===== config.mk =====
export PLATFORM = sky130hd
export DESIGN_NAME = tswd_top
export DESIGN_NICKNAME = d
export VERILOG_FILES = /design/src/tswd_pkg.sv /design/src/tswd_top.sv
export SDC_FILE = /design/constraint.sdc
export NUM_CORES = 1
export LEC_CHECK = 0
export ABC_CLOCK_PERIOD_IN_PS = 2770
export BUFFER_PORTS_ARGS = -buffer_cell sky130_fd_sc_hd__buf_2
export CAP_MARGIN = 40
export CELL_PAD_IN_SITES_DETAIL_PLACEMENT = 1
export CELL_PAD_IN_SITES_GLOBAL_PLACEMENT = 1
export CORE_MARGIN = 2
export CORE_UTILIZATION = 40
export CTS_CLUSTER_DIAMETER = 200
export DETAILED_ROUTE_END_ITERATION = 16
export PLACE_DENSITY_LB_ADDON = 0.1
export SKIP_LAST_GASP = 1
export SYNTH_ARGS = -nofsm -noshare
export SYNTH_HDL_FRONTEND = slang
export SYNTH_SLANG_ARGS = --single-unit

===== constraint.sdc =====
create_clock -name sys_clk -period 2.77 [get_ports sys_clk]
set_input_delay 0.277 -clock sys_clk [delete_from_list [all_inputs] [get_ports sys_clk]]
set_output_delay 0.277 -clock sys_clk [all_outputs]
set_load 0.02 [all_outputs]

===== src/tswd_pkg.sv =====
// Package of constants for the two-stage watchdog timer
`default_nettype none
package tswd_pkg;
  // Register byte offsets
  localparam logic [5:0] OFS_PRELOAD1 = 6'h00; // First preload value
  localparam logic [5:0] OFS_PRELOAD2 = 6'h04; // Second preload value
  localparam logic [5:0] OFS_CONFIG = 6'h08; // Config register
  localparam logic [5:0] OFS_UNLOCK = 6'h0c; // Unlock key port
  localparam logic [5:0] OFS_LOCK = 6'h10; // Lock register
  localparam logic [5:0] OFS_KICK = 6'h14; // Reload register
  localparam logic [5:0] OFS_STATUS = 6'h18; // Sticky event status
  localparam logic [5:0] OFS_MASK = 6'h1c; // Interrupt mask
  localparam logic [5:0] OFS_COUNT = 6'h20; // Live count, low 32 bits
  // Unlock key bytes
  localparam logic [7:0] UNLOCK_KEY1 = 8'h80;
  localparam logic [7:0] UNLOCK_KEY2 = 8'h86;
  // Field positions
  localparam int CFG_PRESCALE_BIT = 2; // 0: about 1 MHz, 1: about 1 kHz
  localparam int CFG_OUT_EN_BIT = 5; // Fault pin output enable
  localparam int LOCK_LOCK_BIT = 0; // Lock until main reset
  localparam int LOCK_ENABLE_BIT = 1; // Timer enable
  localparam int LOCK_TOGGLE_BIT = 2; // 1: fault output toggles per expiry
  localparam int KICK_BIT = 8; // Reload request bit
  localparam int STS_STAGE1_BIT = 0; // First-stage expiry event
  localparam int STS_STAGE2_BIT = 1; // Second-stage expiry event
  // Widths and reset values
  localparam int CNT_W = 35;
  localparam logic [CNT_W-1:0] PRELOAD_RST = 35'h0000fffff;
  // Timing: watchdog base clock and tick periods
  localparam int WD_CLK_NS = 30; // 33 MHz base period
  localparam int SYS_CLK_NS = 5; // 200 MHz system clock
  localparam int BASE_DIV = WD_CLK_NS / SYS_CLK_NS; // Sys cycles per base tick
  localparam int US_NS = 1020; // About 1 us tick, 34 base ticks
  localparam int MS_NS = 1044480; // About 1 ms tick, 34816 base ticks
  localparam int US_DIV = US_NS / WD_CLK_NS; // Base ticks per fast tick
  localparam int MS_DIV = MS_NS / WD_CLK_NS; // Base ticks per slow tick
  // Stage machine
  typedef enum logic [1:0] {
    ST_IDLE = 2'b00,
    ST_STAGE1 = 2'b01,
    ST_STAGE2 = 2'b10
  } tswd_state_e;
endpackage : tswd_pkg
`default_nettype wire


===== src/tswd_top.sv =====
// Two-stage watchdog timer with Avalon-MM register slave
// How it works
// - Prescaler picks about 1 us or 1 ms ticks
// - 35-bit down-counter steps on each selected tick
// - Enable loads first preload, starts stage one
// - Stage one reaching zero raises internal interrupt
// - Then load second preload, count stage two
// - Stage two expiry drives fault high, sets flag
// - Lock config bit: hold high or toggle
// - Preload writes accepted only after unlock pair
// - New preload used only at next stage entry
// - Completed reload sequence restarts stage one with first preload
// - Ticks derive from 33 MHz 30 ns base
// - Expiry flag survives main reset, cleared by hard
// - Fault pin driven only when config bit 5
// - Disabled at reset; lock blocks disabling

// Register map, byte offsets on the Avalon-MM slave
//   00h first preload, 04h second preload, 32 bits, top 3 count bits zero
//   08h config: bit 2 slow tick, bit 5 fault pin output enable
//   0ch unlock port, write only, takes the two key bytes on lane 0
//   10h lock: bit 0 lock, bit 1 enable, bit 2 toggle mode
//   14h reload: bit 8 restarts the first stage
//   18h status: bit 0 stage one, bit 1 stage two, read clears
//   18h status bit 2: expiry flag, read only, kept in the always-on well
//   1ch interrupt mask, same layout as status bits 1:0
//   20h live count, low 32 bits
// Every access waits exactly one cycle before it is answered.
// Lock only freezes config and lock; the enable stays as written.
// After a second-stage expiry the timer starts over in stage one.
`timescale 1ns/1ps
`default_nettype none
module tswd_top
  import tswd_pkg::*;
#(
  parameter int MS_DIV_P = MS_DIV // Base ticks per slow tick, shortenable
) (
  input wire logic sys_clk,
  input wire logic rstn, // Main reset, synchronous, active low
  input wire logic hard_rstn, // Always-on well reset, synchronous, active low
  input wire logic clk_en,
  input wire logic [5:0] avs_address,
  input wire logic avs_read,
  input wire logic avs_write,
  input wire logic [31:0] avs_writedata,
  input wire logic [3:0] avs_byteenable,
  output logic [31:0] avs_readdata,
  output logic avs_waitrequest,
  output logic irq,
  output logic fault_output_pin,
  output logic fault_output_pin_oe
);

  // Register state
  logic [CNT_W-1:0] preload1_ff, nxt_preload1; // First preload
  logic [CNT_W-1:0] preload2_ff, nxt_preload2; // Second preload
  logic [7:0] config_ff, nxt_config; // Config register
  logic [2:0] lock_ff, nxt_lock; // Lock register
  logic [1:0] unlock_ff, nxt_unlock; // 0 none, 1 first key, 2 unlocked
  logic [1:0] status_ff, nxt_status; // Sticky events
  logic [1:0] mask_ff, nxt_mask; // Interrupt mask
  logic [31:0] rdata_ff, nxt_rdata; // Read data
  logic ack_ff, nxt_ack; // Answer cycle
  // Timer state
  tswd_state_e state_ff, nxt_state; // Stage
  logic [CNT_W-1:0] cnt_ff, nxt_cnt; // Down-counter
  logic [2:0] base_ff, nxt_base; // Sys to 30 ns divider
  logic [15:0] pre_ff, nxt_pre; // Base to tick divider
  logic fault_ff, nxt_fault; // Fault level
  logic expired_ff, nxt_expired; // Always-on expiry flag
  // Decoded bus strobes, prescaler ticks and the enable
  logic wr, rd, kick, base_tick, tick, enable;

  // A request is answered one cycle after it is seen
  assign avs_waitrequest = (avs_read | avs_write) & ~ack_ff;
  assign wr = avs_write & ~ack_ff;
  assign rd = avs_read & ~ack_ff;
  assign enable = lock_ff[LOCK_ENABLE_BIT];
  assign avs_readdata = rdata_ff;
  // Level interrupt while any unmasked event is pending
  assign irq = |(status_ff & mask_ff);
  // The pin is driven only while its output enable is set
  assign fault_output_pin = fault_ff & config_ff[CFG_OUT_EN_BIT];
  assign fault_output_pin_oe = config_ff[CFG_OUT_EN_BIT];
  // Kick only counts in the unlocked state
  assign kick = wr & (avs_address == OFS_KICK) & (unlock_ff == 2'd2)
                & avs_writedata[KICK_BIT] & avs_byteenable[1];

  // Prescaler from 200 MHz down to the 30 ns base, then to the tick
  always_comb begin
    nxt_base = base_ff;
    nxt_pre = pre_ff;
    base_tick = 1'b0;
    tick = 1'b0;
    // Six system clocks make one base tick of the 33 MHz timebase
    if (base_ff == 3'(BASE_DIV - 1)) begin
      nxt_base = 3'd0;
      base_tick = 1'b1;
    end else begin
      nxt_base = base_ff + 3'd1;
    end
    // Restart the tick phase while idle or on a kick,
    // so a reload always buys one full tick
    if (!enable || state_ff == ST_IDLE || kick) begin
      nxt_pre = 16'd0;
    end else if (base_tick) begin
      // Config bit 2 picks the slow or the fast tick
      if (pre_ff == (config_ff[CFG_PRESCALE_BIT] ? 16'(MS_DIV_P - 1) : 16'(US_DIV - 1))) begin
        nxt_pre = 16'd0;
        tick = 1'b1;
      end else begin
        nxt_pre = pre_ff + 16'd1;
      end
    end
  end

  // Register writes, unlock tracking, reads
  always_comb begin
    nxt_preload1 = preload1_ff;
    nxt_preload2 = preload2_ff;
    nxt_config = config_ff;
    nxt_lock = lock_ff;
    nxt_unlock = unlock_ff;
    nxt_status = status_ff;
    nxt_mask = mask_ff;
    nxt_rdata = rdata_ff;
    // Ack pulses one cycle after a request is first seen
    nxt_ack = (avs_read | avs_write) & ~ack_ff;
    if (wr) begin
      // Any write other than the next key ends the unlock window
      nxt_unlock = 2'd0;
      case (avs_address)
        // First key opens, second key right after it unlocks
        OFS_UNLOCK: begin
          if (avs_byteenable[0] && avs_writedata[7:0] == UNLOCK_KEY1) begin
            nxt_unlock = 2'd1;
          end else if (avs_byteenable[0] && unlock_ff == 2'd1
                       && avs_writedata[7:0] == UNLOCK_KEY2) begin
            nxt_unlock = 2'd2;
          end
        end
        // Preloads land only when unlocked; the running count is untouched
        OFS_PRELOAD1: begin
          if (unlock_ff == 2'd2) begin
            nxt_preload1 = {3'd0, avs_writedata};
          end
        end
        // Second preload is used at the next stage two entry
        OFS_PRELOAD2: begin
          if (unlock_ff == 2'd2) begin
            nxt_preload2 = {3'd0, avs_writedata};
          end
        end
        // Config refuses writes once the lock bit is set
        OFS_CONFIG: begin
          if (!lock_ff[LOCK_LOCK_BIT] && avs_byteenable[0]) begin
            nxt_config = avs_writedata[7:0];
          end
        end
        // Lock bit 0 also guards itself until reset
        OFS_LOCK: begin
          if (!lock_ff[LOCK_LOCK_BIT] && avs_byteenable[0]) begin
            nxt_lock = avs_writedata[2:0];
          end
        end
        // Mask is never locked
        OFS_MASK: begin
          if (avs_byteenable[0]) begin
            nxt_mask = avs_writedata[1:0];
          end
        end
        default: begin
        end
      endcase
    end
    // Read data is captured at the end of the wait cycle and held until the next read
    if (rd) begin
      case (avs_address)
        OFS_PRELOAD1: nxt_rdata = preload1_ff[31:0];
        OFS_PRELOAD2: nxt_rdata = preload2_ff[31:0];
        OFS_CONFIG: nxt_rdata = {24'd0, config_ff};
        OFS_LOCK: nxt_rdata = {29'd0, lock_ff};
        OFS_STATUS: nxt_rdata = {29'd0, expired_ff, status_ff};
        OFS_MASK: nxt_rdata = {30'd0, mask_ff};
        OFS_COUNT: nxt_rdata = cnt_ff[31:0];
        default: nxt_rdata = 32'h0000_0000;
      endcase
      // Status read clears the stage events; the expiry flag stays
      if (avs_address == OFS_STATUS) begin
        nxt_status = 2'd0; // Read clears
      end
    end
    // Events set after the clear so a same-cycle event wins
    if (tick && cnt_ff == '0 && state_ff == ST_STAGE1 && !kick) begin
      nxt_status[STS_STAGE1_BIT] = 1'b1;
    end
    // Stage two expiry is recorded the same way
    if (tick && cnt_ff == '0 && state_ff == ST_STAGE2 && !kick) begin
      nxt_status[STS_STAGE2_BIT] = 1'b1;
    end
  end

  // Stage machine and down-counter
  always_comb begin
    nxt_state = state_ff;
    nxt_cnt = cnt_ff;
    nxt_fault = fault_ff;
    nxt_expired = expired_ff;
    // Stage sequencing
    case (state_ff)
      // Enabling loads the first preload
      ST_IDLE: begin
        if (enable) begin
          nxt_state = ST_STAGE1;
          nxt_cnt = preload1_ff;
        end
      end
      // Both stages count the same way
      ST_STAGE1, ST_STAGE2: begin
        // Disabling wins over a kick or a tick
        if (!enable) begin
          nxt_state = ST_IDLE;
        end else if (kick) begin
          // Reload restarts the first stage
          nxt_state = ST_STAGE1;
          nxt_cnt = preload1_ff;
        // Each tick steps the count; zero at a tick ends the stage
        end else if (tick) begin
          // Count down while above zero
          if (cnt_ff != '0) begin
            nxt_cnt = cnt_ff - 35'd1;
          // Stage one over: interrupt, then stage two
          end else if (state_ff == ST_STAGE1) begin
            nxt_state = ST_STAGE2;
            nxt_cnt = preload2_ff;
          end else begin
            nxt_state = ST_STAGE1;
            nxt_cnt = preload1_ff;
            nxt_expired = 1'b1;
            // Hold high, or invert on each later expiry
            nxt_fault = lock_ff[LOCK_TOGGLE_BIT] ? ~fault_ff : 1'b1;
          end
        end
      end
      // Unused code falls back to idle
      default: begin
        nxt_state = ST_IDLE;
      end
    endcase
  end

  // Main-well registers
  always_ff @(posedge sys_clk) begin
    // Main reset returns every main-well register to its default
    if (!rstn) begin
      preload1_ff <= PRELOAD_RST;
      preload2_ff <= PRELOAD_RST;
      config_ff <= 8'h00;
      lock_ff <= 3'd0;
      unlock_ff <= 2'd0;
      status_ff <= 2'd0;
      mask_ff <= 2'd0;
      rdata_ff <= 32'h0000_0000;
      ack_ff <= 1'b0;
      state_ff <= ST_IDLE;
      cnt_ff <= '0;
      base_ff <= 3'd0;
      pre_ff <= 16'd0;
      fault_ff <= 1'b0;
    end else if (clk_en) begin
      preload1_ff <= nxt_preload1;
      preload2_ff <= nxt_preload2;
      config_ff <= nxt_config;
      lock_ff <= nxt_lock;
      unlock_ff <= nxt_unlock;
      status_ff <= nxt_status;
      mask_ff <= nxt_mask;
      rdata_ff <= nxt_rdata;
      ack_ff <= nxt_ack;
      state_ff <= nxt_state;
      cnt_ff <= nxt_cnt;
      base_ff <= nxt_base;
      pre_ff <= nxt_pre;
      fault_ff <= nxt_fault;
    end
  end

  // Always-on well flag, only the hard reset clears it
  always_ff @(posedge sys_clk) begin
    if (!hard_rstn) begin
      expired_ff <= 1'b0;
    end else if (clk_en) begin
      expired_ff <= nxt_expired;
    end
  end

endmodule : tswd_top
`default_nettype wire


# Word level (Yosys, flattened, before mapping)
# Cells that the tools add are included.
# totals
ff_bits,172
input_bits,48
out_inout_bits,36
word_cells,126
# classes
add_sub_neg,3
eq_ne,21
n_mux,32
bitwise_logic,15
n_reduce_logical,39
# ops
operator,n
32-bit one-hot mux with 7 select lines,1
35-bit 2-to-1 mux,5
35-bit one-hot mux with 2 select lines,1
16-bit 2-to-1 mux,4
35-bit zero test,1
35-bit nonzero test,1
"35-bit by 1-bit subtractor with 35-bit output, second input constant",1
32-bit 2-to-1 mux,1
"6-bit by 5-bit == test with 1-bit output, second input constant",4
4-bit AND reduction,6
2-bit 2-to-1 mux,11
"16-bit by 1-bit adder with 16-bit output, second input constant",1
16-bit == test,1
"8-bit == test, second input constant",2
"6-bit by 4-bit == test with 1-bit output, second input constant",2
2-bit nonzero test,6
1-bit logical AND,9
1-bit AND,8
"4-bit inequality test, second input constant",2
1-bit 2-to-1 mux,7
7-bit AND reduction,1
"6-bit by 3-bit == test with 1-bit output, second input constant",1
"6-bit == test, second input constant",1
6-bit zero test,1
18 further kinds,32

# Depth between registers and ports, before layout
# depth
word_depth,13
mapped_depth,11
mapped_depth_nobuf,8

# Least setup slack after synthesis
# No wires, ideal clock.
# synth_timing
path_type,reg-to-reg
startpoint,register cnt_ff[0]
endpoint,register cnt_ff[21]
setup_time_ps,117
t_arrival_ps,2611
required_ps,2653
path_slack_ps,42
path_stages_with_launch,10
path_buffers,2
synth_period_minus_slack_ps,2728
path_cell_list,dfxtp_1 -> inv_1 -> ha_1 -> or3b_1 -> buf_2 -> or4_1 -> buf_4 -> o31ai_1 -> o21ai_1 -> a32o_1
# synth_via
elab_chain_len,6
elab_cells_between_ends,7
classes_between,1 x add/sub; 5 x mux; 1 x reduce/logical
# synth_lines
element,line_no,source
start: declaration,tswd_top.sv:66,"logic [CNT_W-1:0] cnt_ff, nxt_cnt;"
start signal: assignment,tswd_top.sv:281,cnt_ff <= nxt_cnt;
35-bit by 1-bit subtractor with 35-bit output or 35-bit nonzero test (tied branches),"tswd_top.sv:231, tswd_top.sv:230",
35-bit 2-to-1 mux (*),tswd_top.sv:230,if (cnt_ff != '0) begin
35-bit 2-to-1 mux (*),tswd_top.sv:228,end else if (tick) begin
35-bit 2-to-1 mux (*),tswd_top.sv:223,end else if (kick) begin
35-bit 2-to-1 mux (*),tswd_top.sv:221,if (!enable) begin
35-bit one-hot mux with 2 select lines (*),tswd_top.sv:210,case (state_ff)
# Every way passes the cells marked *; elsewhere a longest branch is shown, timed or not. The select of a mux whose other input is x is not followed.
# A chain may end at the register's enable or synchronous reset.

# Final worst setup path
# layout_timing
startpoint,register cnt_ff[0]
endpoint,register state_ff[0]
# layout_via
elab_chain_len,3
# layout_lines
element,line_no,source
35-bit nonzero test,tswd_top.sv:230,
4-bit inequality test (no line),-,
4-bit AND reduction (no line),-,
end signal: assignment,tswd_top.sv:280,state_ff <= nxt_state;
end: declaration,tswd_top.sv:65,"tswd_state_e state_ff, nxt_state;"
# Every way passes these cells.

==> impl_metrics.json <==
{
  "mostFrequentLayoutCell": "nand2_1",
  "place.gp.congestion": 0.885,
  "antenna_found_initial": 0,
  "p_clk_share_pct": 49.4,
  "io_pins": 84,
  "cts_tree": "built",
  "ys_async_sr_fraction_pct": 0,
  "postLayoutCoreUtil_pct": 49.9,
  "p_sw_share_pct": 23.3,
  "p_leak_nw": 4.35,
  "setup_ws_ns": 0.0887,
  "skew_ns": 0.0106,
  "postRouteAntennaNets": 0,
  "cts_buffers": 17,
  "cp.required_ns": 3.13,
  "status": "completed",
  "critPathMaxFanout": 4,
  "reg2reg_to": "state_ff[0]$_SDFFE_PN0P_",
  "path_delay_family": "simple AND/OR/NAND/NOR gates",
  "vias": 8589,
  "die_y_um": 151,
  "netSwitchingPower_mw": 1.24,
  "r2r_slack_ns": 0.09,
  "cts-root-buf": "clkbuf_16",
  "syn_inst": 1073,
  "grt_pass1_wl_um": 47500,
  "fillers": 2575,
  "yosysUniqueCellTypes": 72,
  "drt_iter0_drc": 620,
  "clock_latency_ns": 0.44,
  "cts_max_level": 4,
  "cp-start-kind": "flop",
  "cp-startpoint": "cnt_ff[0]$_SDFFE_PN0P_",
  "grt_max_degree": 49,
  "period_share_pct": 96.8,
  "p_seq_share_pct": 46.5,
  "dpl.hpwl_um": 20500,
  "p_per_area_nw_per_um2": 507,
  "crit_path_max_incr_delay_ns": 0.57,
  "die-area_sq_um": 22800,
  "cp.depth": 9,
  "mappedNetlistArea_sq_um": 8630,
  "crit_slowest_cell": "or4_4",
  "max_freq_ghz": 0.373,
  "finalSetupViolations": 0,
  "seq_area_frac_synth_pct": 39.9,
  "maxCapViolCount": 0,
  "crit-reg2reg-launch": "cnt_ff[0]$_SDFFE_PN0P_",
  "wl_um": 29400,
  "end_kind": "flop",
  "critPathBufInv": 2,
  "mostFrequentLayoutCells": "nand2_1, dfxtp_1, buf_4, buf_2, o21ai_0",
  "remaining_drc_errors": 0,
  "fin_crit_ns": 2.68,
  "ys_seq_elements": 172,
  "peakVddDrop_mv": 0.386,
  "slew_headroom_pct": 56.4,
  "critPathKind": "reg -> reg",
  "initial_core_util_pct": 40.9,
  "cts_buffer_depth": 2,
  "final_layout_size_suffix_gt1_share_pct": 18.9,
  "drv_slew": 0,
  "path_cells": "inv_1 > ha_1 > or3b_1 > or4_4 > nor3_4 > buf_4 > a21oi_2 > or4_1 > a21boi_1",
  "diodes": 0,
  "internal_power_mw": 4.09,
  "ys.flop_type": "dfxtp_1",
  "clk_pin_slew_ns": 0.07,
  "die_w_um": 151,
  "max_slew.worst_pin.slew_ns": 0.655,
  "whs_path_depth": 3,
  "seqCellArea_sq_um": 3440,
  "grt_pass1_vias": 8680,
  "multi_input_area_sq_um": 4910,
  "worstRegToRegCells": 9,
  "final_hold_viol_count": 0,
  "syn_nets": 1127,
  "holdCritPathClass": "in -> reg",
  "cts.sinks": 172,
  "pre_cts_slack_ns": 0.0240,
  "grt_usage_pct": 26.6,
  "portBuffers": 81,
  "synth_edf_count": 0,
  "drt_pass1_iterations": 5,
  "avgSynthCellArea_sq_um": 8.04,
  "yosysWarnings": 0,
  "gr-total-overflow": 0,
  "critPathCapture": "state_ff[0]$_SDFFE_PN0P_",
  "coreArea_sq_um": 21100,
  "via_per_inst": 5.83,
  "rows": 53,
  "wire_per_inst_um": 20.0,
  "worstPathArrival_ns": 3.04,
  "fin_nets": 1240,
  "combPwrFrac_pct": 4.1,
  "syn2layout_area_growth_pct": 21.9
}
## through the flow
step                      total power, mW  area (sq um)  TNS (ns)  cells  hold WS (ns)
final                                5.33         10500         0   1474        0.0584
after detailed placement             2.76          9820         0   1439         0.457
after floorplan                      2.65          8630         0   1073         0.401
after CTS                            5.38         10500         0   1471        0.0486
after global placement               2.76          9820         0   1438         0.453
after global routing                 5.49         10500  -0.00471   1474        0.0559
## worst min path at each step
stage / startpoint / to / slack, ns
2_1_floorplan: avs_writedata[0] / preload1_ff[0]$_SDFFE_PN1P_ / 0.40
3_3_place_gp: avs_readdata[1]$_SDFFE_PN0P_ / avs_readdata[1]$_SDFFE_PN0P_ / 0.45
3_5_place_dp: avs_readdata[1]$_SDFFE_PN0P_ / avs_readdata[1]$_SDFFE_PN0P_ / 0.46
4_1_cts: avs_writedata[13] / preload1_ff[13]$_SDFFE_PN1P_ / 0.05
5_1_grt: avs_writedata[15] / preload2_ff[15]$_SDFFE_PN1P_ / 0.06
6_report: avs_writedata[14] / preload1_ff[14]$_SDFFE_PN1P_ / 0.06
## synth_stat cells, types with 7 or more instances
master | number | share of area, %
a22oi_1 | 7 | 0.61
nand4_1 | 12 | 0.87
inv_1 | 9 | 0.39
o31ai_1 | 16 | 1.4
nor3_1 | 20 | 1.2
nor2b_1 | 29 | 2.1
o21a_1 | 8 | 0.70
o21ai_0 | 66 | 3.8
a21boi_0 | 35 | 3.0
o211ai_1 | 11 | 0.96
nand2_1 | 215 | 9.4
nor2_1 | 50 | 2.2
nor4_1 | 15 | 1.1
nand3_1 | 63 | 3.7
or4_1 | 10 | 0.87
and3_1 | 14 | 1.0
a222oi_1 | 33 | 3.8
buf_2 | 11 | 0.64
dfxtp_1 | 172 | 40
or3_1 | 7 | 0.51
mux2i_1 | 16 | 1.9
xor2_1 | 12 | 1.2
a21oi_1 | 24 | 1.4
clkbuf_1 | 60 | 2.6
a31oi_1 | 11 | 0.80
and2_1 | 37 | 2.7
xnor2_1 | 13 | 1.3
## cells by family (layout without fill, tap and decap cells)
group | Yosys count | in the layout | synth area share [%]
mux | 18 | 18 | 2.12
flops | 172 | 172 | 39.9
simple gates | 502 | 502 | 28.5
xor+xnor | 25 | 25 | 2.54
fa+ha+maj | 6 | 6 | 0.870
buf+inv | 85 | 211 | 3.99
compound gates | 265 | 265 | 22.1
## area by class of cell
type	count	share of cell area, %
Multi-Input combinational cell	816	46.7
Timing Repair Buffer	170	10.9
Inverter	9	0.321
Clock inverter	14	1.95
Sequential cell	172	32.7
Clock buffer	18	4.08
Tap cell	275	3.27
## tightest hold or removal path, delay by kind of cell
| kind | cells | cell delay (ns) |
|---|---|---|
| AND/OR/NAND/NOR | 2 | 0.10 |
| buffers and inverters | 1 | 0.09 |
## layer usage
metal	track usage (%)	up-vias	routed length, um	part of all wire [%]
met5	0	-	0	0
met4	8.88	0	588	2.0
met3	3.70	40	1190	4.0
met2	44.9	191	14100	48
met1	35.0	4243	13500	46
li1	-	4115	-	-
## flip-flops by register name, indices dropped and copies added (netlist names), 2 cells and up
name	cells
lock_ff	3
status_ff	2
pre_ff	16
mask_ff	2
state_ff	2
avs_readdata	32
unlock_ff	2
base_ff	3
preload1_ff	32
config_ff	8
cnt_ff	35
preload2_ff	32
## power groups by stage
stage	Sequential, mW	Combinational (mW)	Clock [mW]
floorplan	2.54	0.107	0
global placement	2.54	0.217	0
detailed placement	2.54	0.220	0
CTS	2.48	0.221	2.68
global route	2.48	0.239	2.77
finish	2.48	0.219	2.63
## repair_timing
| action | CTS | global route |
|---|---|---|
| endpoints found under the setup margin | 1 | 24 |
| resized for setup | 1 | 9 |
| hold endpoints to repair | 0 | 0 |
| buffers inserted | 0 | 3 |
| cloned | 0 | 0 |
| hold buffers | 0 | 0 |
No activity file was read; power rests on OpenSTA's default activity.
